$ cat src/output_channel_map.svh
`ifndef OUTPUT_CHANNEL_MAP_SVH
`define OUTPUT_CHANNEL_MAP_SVH

// ----------------------------------------------------------------
// Register offsets
// ----------------------------------------------------------------
`define SYNC_MASK_ADDR   16'h0436
`define OUT_CFG_ADDR     16'h0437
`define DIV_LOW_ADDR     16'h0438
`define DIV_HIGH_ADDR    16'h0439
`define DIV_PHASE_ADDR   16'h043a
`define CHAN_STATUS_ADDR 16'h043f

// ----------------------------------------------------------------
// Field positions and widths
// ----------------------------------------------------------------
`define CFG_INVERT_BIT   0
`define CFG_MODE_LSB     1
`define CFG_MODE_MSB     2
`define MASK_BIT         0
`define DIV_LOW_MSB      7
`define DIV_HIGH_MSB     1
`define PHASE_MSB        5
`define DIV_W            10
`define PHASE_W          6
`define STAT_RUN_BIT     0
`define STAT_CLK_BIT     1
`define STAT_EN_BIT      2

// ----------------------------------------------------------------
// Reset values
// ----------------------------------------------------------------
`define CFG_RESET        8'h00
`define CFG_INVERT_RESET 1'h0
`define CFG_MODE_RESET   2'h0
`define DIV_LOW_RESET    8'h00
`define DIV_HIGH_RESET   2'h0
`define PHASE_RESET      6'h00
`define MASK_RESET       1'h0

`endif

$ cat src/output_channel_pkg.sv
`include "output_channel_map.svh"

package output_channel_pkg;

    typedef enum logic [1:0] {
        DRIVE_LOW,
        DRIVE_MID,
        DRIVE_HIGH,
        DRIVE_OFF
    } drive_mode_t;

    typedef enum logic [1:0] {
        DIV_HELD,
        DIV_PHASE_WAIT,
        DIV_COUNTING
    } div_state_t;

    typedef enum logic [2:0] {
        SEL_NONE,
        SEL_MASK,
        SEL_CFG,
        SEL_DIVLO,
        SEL_DIVHI,
        SEL_PHASE,
        SEL_STATUS
    } reg_sel_t;

    typedef struct packed {
        div_state_t            state;
        logic [`DIV_W-1:0]     cnt;
        logic [`PHASE_W-1:0]   delay;
        logic                  divClk;
    } core_state_t;

    typedef struct packed {
        logic                  syncMask;
        logic                  invert;
        logic [1:0]            mode;
        logic [7:0]            divLow;
        logic [1:0]            divHigh;
        logic [`PHASE_W-1:0]   phase;
        logic [7:0]            rdData;
        logic                  clkOut;
        logic                  clkOutEn;
        drive_mode_t           driveMode;
    } top_state_t;

endpackage

$ cat src/first_channel_divider_core.sv
`include "output_channel_map.svh"

module first_channel_divider_core
(
    input  wire logic                clk,       // System clock
    input  wire logic                rst,       // Async reset, high
    input  wire logic                prescEdge, // Prescaler edge tick
    input  wire logic                syncPulse, // Sync event pulse
    input  wire logic                syncMask,  // Ignore sync, run
    input  wire logic [`DIV_W-1:0]   divRatio,  // Divide value
    input  wire logic [`PHASE_W-1:0] initPhase, // Half-tick offset
    output logic                     divClk,    // Divided clock
    output logic                     running    // Not held
);
    import output_channel_pkg::*;

    core_state_t state_reg;
    core_state_t state_next;

    // ------------------------------------------------------------
    // Counter on half periods of the prescaler output
    // ------------------------------------------------------------
    always_comb
    begin
        state_next = state_reg;
        case (state_reg.state)
            DIV_HELD:
            begin
                if (syncMask)
                begin
                    state_next.state = DIV_COUNTING;
                end
            end
            DIV_PHASE_WAIT:
            begin
                if (prescEdge)
                begin
                    state_next.delay = state_reg.delay - 1'b1;
                    if (state_reg.delay <= `PHASE_W'(1))
                    begin
                        state_next.state = DIV_COUNTING;
                    end
                end
            end
            DIV_COUNTING:
            begin
                // Toggle every ratio+1 edges: full period is ratio+1
                // input periods; >= keeps a shrunk ratio safe
                if (prescEdge)
                begin
                    if (state_reg.cnt >= divRatio)
                    begin
                        state_next.cnt    = '0;
                        state_next.divClk = ~state_reg.divClk;
                    end
                    else
                    begin
                        state_next.cnt = state_reg.cnt + 1'b1;
                    end
                end
            end
            default:
            begin
                state_next.state = DIV_HELD;
            end
        endcase
        // Unmasked sync restarts from the programmed phase
        if (syncPulse && !syncMask)
        begin
            state_next.cnt    = '0;
            state_next.divClk = 1'b0;
            state_next.delay  = initPhase;
            if (initPhase == '0)
            begin
                state_next.state = DIV_COUNTING;
            end
            else
            begin
                state_next.state = DIV_PHASE_WAIT;
            end
        end
    end

    always_ff @(posedge clk or posedge rst)
    begin
        if (rst)
        begin
            state_reg <= '{DIV_HELD, '0, '0, 1'b0};
        end
        else
        begin
            state_reg <= state_next;
        end
    end

    assign divClk  = state_reg.divClk;
    assign running = (state_reg.state != DIV_HELD);

endmodule

$ cat src/output_channel_divider_a.sv
// Contract
// - Mode bits 2:1 pick drive; 11 tristates
// - Bit 0 inverts output clock polarity
// - Divide ratio is ten-bit value plus one
// - Low byte, then high two bits
// - Six-bit start phase in half periods
// - Divider clocked from prescaler output edges
// - Reset clears ratio and phase to zero
// - Mask releases divider and ignores syncs

`include "output_channel_map.svh"

module output_channel_divider_a
(
    input  wire logic                      clk,       // 200 MHz clock
    input  wire logic                      rst,       // Async reset, high
    input  wire logic [15:0]               regAddr,   // Register address
    input  wire logic [7:0]                regWrData, // Write data
    input  wire logic                      regWr,     // Write strobe
    input  wire logic                      regRd,     // Read strobe
    output logic [7:0]                     regRdData, // Read data, +1 cycle
    input  wire logic                      prescEdge, // Prescaler edge tick
    input  wire logic                      syncPulse, // Sync event pulse
    output logic                           clkOut,    // Output clock
    output logic                           clkOutEn,  // Output driven
    output output_channel_pkg::drive_mode_t driveMode // Drive strength
);
    import output_channel_pkg::*;

    top_state_t state_reg;
    top_state_t state_next;

    logic                divClk;
    logic                running;
    logic [`DIV_W-1:0]   divRatio;
    reg_sel_t            wrSel;
    reg_sel_t            rdSel;
    drive_mode_t         modeSel;

    // ------------------------------------------------------------
    // Address decode, shared by write and read paths
    // ------------------------------------------------------------
    function automatic reg_sel_t decodeReg(input logic [15:0] addr);
        reg_sel_t sel;
        if (addr == `SYNC_MASK_ADDR)
        begin
            sel = SEL_MASK;
        end
        else if (addr == `OUT_CFG_ADDR)
        begin
            sel = SEL_CFG;
        end
        else if (addr == `DIV_LOW_ADDR)
        begin
            sel = SEL_DIVLO;
        end
        else if (addr == `DIV_HIGH_ADDR)
        begin
            sel = SEL_DIVHI;
        end
        else if (addr == `DIV_PHASE_ADDR)
        begin
            sel = SEL_PHASE;
        end
        else if (addr == `CHAN_STATUS_ADDR)
        begin
            sel = SEL_STATUS;
        end
        else
        begin
            sel = SEL_NONE;
        end
        return sel;
    endfunction

    assign wrSel    = decodeReg(regAddr);
    assign rdSel    = decodeReg(regAddr);
    assign divRatio = {state_reg.divHigh, state_reg.divLow};
    assign modeSel  = drive_mode_t'(state_reg.mode);

    // ------------------------------------------------------------
    // Divider core
    // ------------------------------------------------------------
    first_channel_divider_core u_core
    (
        .clk       (clk),
        .rst       (rst),
        .prescEdge (prescEdge),
        .syncPulse (syncPulse),
        .syncMask  (state_reg.syncMask),
        .divRatio  (divRatio),
        .initPhase (state_reg.phase),
        .divClk    (divClk),
        .running   (running)
    );

    // ------------------------------------------------------------
    // Register file, read port and output stage
    // ------------------------------------------------------------
    always_comb
    begin
        state_next        = state_reg;
        state_next.rdData = 8'h00;

        if (regWr)
        begin
            case (wrSel)
                SEL_MASK:
                begin
                    state_next.syncMask = regWrData[`MASK_BIT];
                end
                SEL_CFG:
                begin
                    state_next.invert = regWrData[`CFG_INVERT_BIT];
                    state_next.mode   =
                        regWrData[`CFG_MODE_MSB:`CFG_MODE_LSB];
                end
                SEL_DIVLO:
                begin
                    state_next.divLow =
                        regWrData[`DIV_LOW_MSB:0];
                end
                SEL_DIVHI:
                begin
                    state_next.divHigh =
                        regWrData[`DIV_HIGH_MSB:0];
                end
                SEL_PHASE:
                begin
                    state_next.phase = regWrData[`PHASE_MSB:0];
                end
                default:
                begin
                    // Status and unmapped writes are dropped
                    state_next.rdData = 8'h00;
                end
            endcase
        end

        if (regRd)
        begin
            case (rdSel)
                SEL_MASK:
                begin
                    state_next.rdData[`MASK_BIT] = state_reg.syncMask;
                end
                SEL_CFG:
                begin
                    state_next.rdData[`CFG_INVERT_BIT] = state_reg.invert;
                    state_next.rdData[`CFG_MODE_MSB:`CFG_MODE_LSB] =
                        state_reg.mode;
                end
                SEL_DIVLO:
                begin
                    state_next.rdData = state_reg.divLow;
                end
                SEL_DIVHI:
                begin
                    state_next.rdData[`DIV_HIGH_MSB:0] = state_reg.divHigh;
                end
                SEL_PHASE:
                begin
                    state_next.rdData[`PHASE_MSB:0] = state_reg.phase;
                end
                SEL_STATUS:
                begin
                    state_next.rdData[`STAT_RUN_BIT] = running;
                    state_next.rdData[`STAT_CLK_BIT] = divClk;
                    state_next.rdData[`STAT_EN_BIT]  = state_reg.clkOutEn;
                end
                default:
                begin
                    state_next.rdData = 8'h00;
                end
            endcase
        end

        // Output pins follow the divider one cycle later
        state_next.driveMode = modeSel;
        case (modeSel)
            DRIVE_OFF:
            begin
                // Powered down: pin released, level parked low
                state_next.clkOutEn = 1'b0;
                state_next.clkOut   = 1'b0;
            end
            default:
            begin
                state_next.clkOutEn = 1'b1;
                state_next.clkOut   = divClk ^ state_reg.invert;
            end
        endcase
    end

    always_ff @(posedge clk or posedge rst)
    begin
        if (rst)
        begin
            state_reg.syncMask  <= `MASK_RESET;
            state_reg.invert    <= `CFG_INVERT_RESET;
            state_reg.mode      <= `CFG_MODE_RESET;
            state_reg.divLow    <= `DIV_LOW_RESET;
            state_reg.divHigh   <= `DIV_HIGH_RESET;
            state_reg.phase     <= `PHASE_RESET;
            state_reg.rdData    <= 8'h00;
            state_reg.clkOut    <= 1'b0;
            state_reg.clkOutEn  <= 1'b1;
            state_reg.driveMode <= DRIVE_LOW;
        end
        else
        begin
            state_reg <= state_next;
        end
    end

    assign regRdData = state_reg.rdData;
    assign clkOut    = state_reg.clkOut;
    assign clkOutEn  = state_reg.clkOutEn;
    assign driveMode = state_reg.driveMode;

endmodule

$ cat config.mk
export PLATFORM = sky130hd
export DESIGN_NAME = output_channel_divider_a
export DESIGN_NICKNAME = d
export VERILOG_FILES = /design/src/output_channel_pkg.sv /design/src/first_channel_divider_core.sv /design/src/output_channel_divider_a.sv
export VERILOG_INCLUDE_DIRS = /design/src /design/src/src
export SDC_FILE = /design/constraint.sdc
export NUM_CORES = 1
export LEC_CHECK = 0
export BUFFER_PORTS_ARGS = -buffer_cell sky130_fd_sc_hd__buf_2
export CAP_MARGIN = 20
export CORE_MARGIN = 2
export CORE_UTILIZATION = 51
export CTS_CLUSTER_SIZE = 20
export DETAILED_ROUTE_END_ITERATION = 12
export PLACE_DENSITY = 0.75
export SLEW_MARGIN = 10
export SYNTH_ARGS = -nofsm -noshare
export SYNTH_HDL_FRONTEND = slang
export SYNTH_SLANG_ARGS = --single-unit
$ cat constraint.sdc
create_clock -name clk -period 2.08 [get_ports clk]
set_input_delay 0.104 -clock clk [delete_from_list [all_inputs] [get_ports clk]]
set_output_delay 0.104 -clock clk [all_outputs]
set_load 0.03 [all_outputs]
==> flow_summary.json <==
{
  "largest_reg_flops": 18,
  "met1_usage": 0.274,
  "grt_pass1_vias": 2174,
  "synth_top_area_share": 0.442,
  "drive_gt1_frac": 0.263,
  "cp_slowest_cell": "dfrtp_1",
  "clkSinkCount": 51,
  "cp-end-kind": "flip-flop",
  "synth_fa_ha_area_frac": 0.0574,
  "core_area_um2": 5440,
  "drc": 0,
  "postCtsSetupBuffers": 0,
  "crit_arrival_ns": 2.12,
  "p_leak_nw": 1.61,
  "critPathBufInv": 0,
  "cp_top_family": "compound AO/OA/AOI/OAI gates",
  "drt_wl_total_um": 6070,
  "initial_core_util": 0.521,
  "cts_buffer_depth": 2,
  "clockRootBuffer": "clkbuf_8",
  "insertion_delay_ns": 0.31,
  "track_usage": 0.212,
  "synthMuxAreaShare": 0.0760,
  "async_reset_ff_frac": 1.00,
  "fin_hold_ws_ns": 0.0289,
  "final-setup-viol-count": 0,
  "gp_congestion": 0.831,
  "final_nets": 380,
  "clk_pin_slew_ns": 0.10,
  "synthesis.nets": 333,
  "hold_end": "divRatio[6]$_DFFE_PP0P_",
  "first_iter_violations": 211,
  "antenna_left": 0,
  "maxSlewHeadroom": 0.642,
  "netlist_instances": 290,
  "ios": 42,
  "dr.pass1.iters": 5,
  "cts_max_level": 2,
  "vias_per_cell": 5.48,
  "hp-class": "primary input to flip-flop",
  "syn-cell-area_um2": 2830,
  "worstPathMaxFanout": 4,
  "synth_edf_count": 0,
  "drv_slew": 0,
  "synth_largest_area_cell": "dfrtp_1",
  "status": "finished clean",
  "antenna_cells": 0,
  "cts_tree": "built",
  "reg2reg_to": "u_core.divClk$_DFFE_PP0P_",
  "peakVddDrop_mv": 0.222,
  "antenna_found_initial": 0,
  "yosysWarnings": 0,
  "hpwlAfterDp_um": 4630,
  "grt_pass1_wl_um": 10300,
  "reg2reg_slack_ns": 0.15,
  "worstSetupPathType": "flip-flop to flip-flop",
  "top_usage_layer": "met2",
  "numCtsBuffers": 5,
  "worstSetupStartpointType": "flip-flop",
  "use_met2": 0.356,
  "worst_ep_required_time_ns": 2.28,
  "rows": 27,
  "detail_route.wl_per_cell_um": 14.8,
  "crit_top_cell": "a21oi_1",
  "hold_viol": 0,
  "numPortBuffers": 41,
  "syn_area_per_cell_um2": 9.76,
  "powerDensity_nw_per_um2": 559,
  "synth_compound_area_frac": 0.115,
  "synth_xor_area_frac": 0.0186,
  "synth_flop_cell": "dfrtp_1",
  "fmax_mhz": 519,
  "synth_simple_gate_area_frac": 0.220,
  "die_area_um2": 6160,
  "grt_max_degree": 26,
  "ys_seq_area_frac": 0.451,
  "yosysUniqueCellTypes": 52,
  "die_h_um": 78.5,
  "hp-start": "regWrData[6]",
  "fin_crit_ns": 1.93,
  "die_w_um": 78.5,
  "reg2reg_depth": 6,
  "dpl_cell_area_um2": 3140,
  "grt_use_met3": 0.0425,
  "ys_seq_elements": 51,
  "n_fill_cell": 481,
  "worst_slew_pin_slew_ns": 0.529,
  "rsz0062_at_grt": "true",
  "hold_depth": 3,
  "max_stage_delay_ns": 0.43,
  "syn2layout_area_growth_pct": 14.7,
  "maxCapViolCount": 0,
  "path_cells": "ha_1, nand4_1, a21oi_1, o41ai_2, a21oi_1, mux2_2",
  "clock_skew_ns": 0.00952,
  "synth_top_family_by_area": "simple AND/OR/NAND/NOR gates",
  "grt-ovfl-total": 0,
  "fin_area_um2": 3250,
  "r2r-start": "u_core.state_reg[16]$_DFFE_PP0P_",
  "vias": 2246,
  "fin_crit_sh": 0.926,
  "synth.area.top_cells": "dfrtp_1 44%, ha_1 5.7%, nand2_1 4.5%"
}
[metal layers]
| metal | share of wire | vias to the layer above |
|---|---|---|
| li1 | - | 1109 |
| met1 | 0.46 | 1059 |
| met2 | 0.47 | 68 |
| met3 | 0.052 | 10 |
| met4 | 0.017 | 0 |
| met5 | 0 | - |
[placed cells by master (no fill, tap or decap), drive strengths merged, types with 4 or more instances in the layout]
cell    instances
buf            57
dfrtp          50
nand2          35
o21ai          23
nor2           22
inv            18
nand3          17
ha             13
mux2           12
mux2i           8
a21oi           7
nor2b           7
clkbuf          6
nor3            6
and3            5
nor4            4
[worst min-delay path: cells and delay by family]
kind	cells	cell delay (ns)
AO/OA/AOI/OAI	1	0.07
buffers and inverters	1	0.08
AND/OR/NAND/NOR	1	0.05
[final cells by class]
| cell class | instances | area [um2] | area share |
|---|---|---|---|
| sequential | 51 | 1280 | 0.393 |
| clock buffer | 6 | 82.6 | 0.0254 |
| clock inverter | 2 | 16.3 | 0.00501 |
| inverter | 18 | 67.6 | 0.0208 |
| tap | 72 | 90.1 | 0.0277 |
| multi-input combinational | 203 | 1380 | 0.424 |
| timing repair buffer | 58 | 335 | 0.103 |
[timing repair]
item,in CTS,in global routing
hold endpoints to repair,23,0
hold buffers,1,0
setup endpoints to repair,0,2
gates resized for setup,0,1
[through the flow]
stage | power [mW] | cells | setup TNS (ns) | setup WS [ns] | utilization
after floorplan | 1.14 | 290 | 0 | 0.0383 | -
after global placement | 1.21 | 401 | 0 | 0.136 | 0.577
after detailed placement | 1.22 | 401 | 0 | 0.104 | 0.577
after CTS | 1.83 | 410 | 0 | 0.140 | 0.597
after global routing | 1.89 | 410 | -0.0246 | -0.0246 | 0.597
final | 1.82 | 410 | 0 | 0.154 | 0.597
[synthesized netlist by cell type (2+ instances only)]
cell type and count:
o21ai_0 23, nor2b_1 7, ha_1 13, a22o_1 2, a211oi_1 3, clkbuf_1 5
nand2_1 34, a21oi_1 7, and3_1 4, inv_1 18, buf_2 2, a31oi_1 3
o22ai_1 3, mux2i_1 8, dfrtp_1 50, nor2_1 22, xnor2_1 3, nand3b_1 2
xor2_1 3, mux2_2 11, nand2b_1 2, nor3_1 5, nor4_1 3, nor3b_1 2
buf_4 10, nand4_1 3, nand3_1 16, o211ai_1 2
[worst max-delay path by stage]
stage | startpoint | end | slack (ns) | depth (start not counted)
finish | u_core.state_reg[16]$_DFFE_PP0P_ | u_core.divClk$_DFFE_PP0P_ | 0.15 | 6
global route | u_core.state_reg[16]$_DFFE_PP0P_ | u_core.divClk$_DFFE_PP0P_ | -0.02 | 6
CTS | u_core.state_reg[16]$_DFFE_PP0P_ | u_core.divClk$_DFFE_PP0P_ | 0.14 | 6
detailed placement | regAddr[7] | divRatio[0]$_DFFE_PP0P_ | 0.10 | 6
global placement | regAddr[8] | modeSel[0]$_DFFE_PP0P_ | 0.14 | 6
floorplan | u_core.state_reg[7]$_DFFE_PP0P_ | u_core.divClk$_DFFE_PP0P_ | 0.04 | 7
[where the power goes]
| part | switching [mW] | internal [mW] | leakage (nW) |
|---|---|---|---|
| clock network | 0.344 | 0.272 | 0.0474 |
| logic | 0.107 | 0.0717 | 0.911 |
| registers | 0.0143 | 1.01 | 0.652 |
[kinds of logic (layout without fill, tap and decap cells)]
logic type | count (synthesis) | count (layout)
simple gates | 113 | 113
compound gates | 51 | 51
flops | 51 | 51
buf+inv | 36 | 84
mux | 20 | 20
fa+ha+maj | 13 | 13
xor+xnor | 6 | 6
Note: power is estimated with default switching activity, not from simulation.
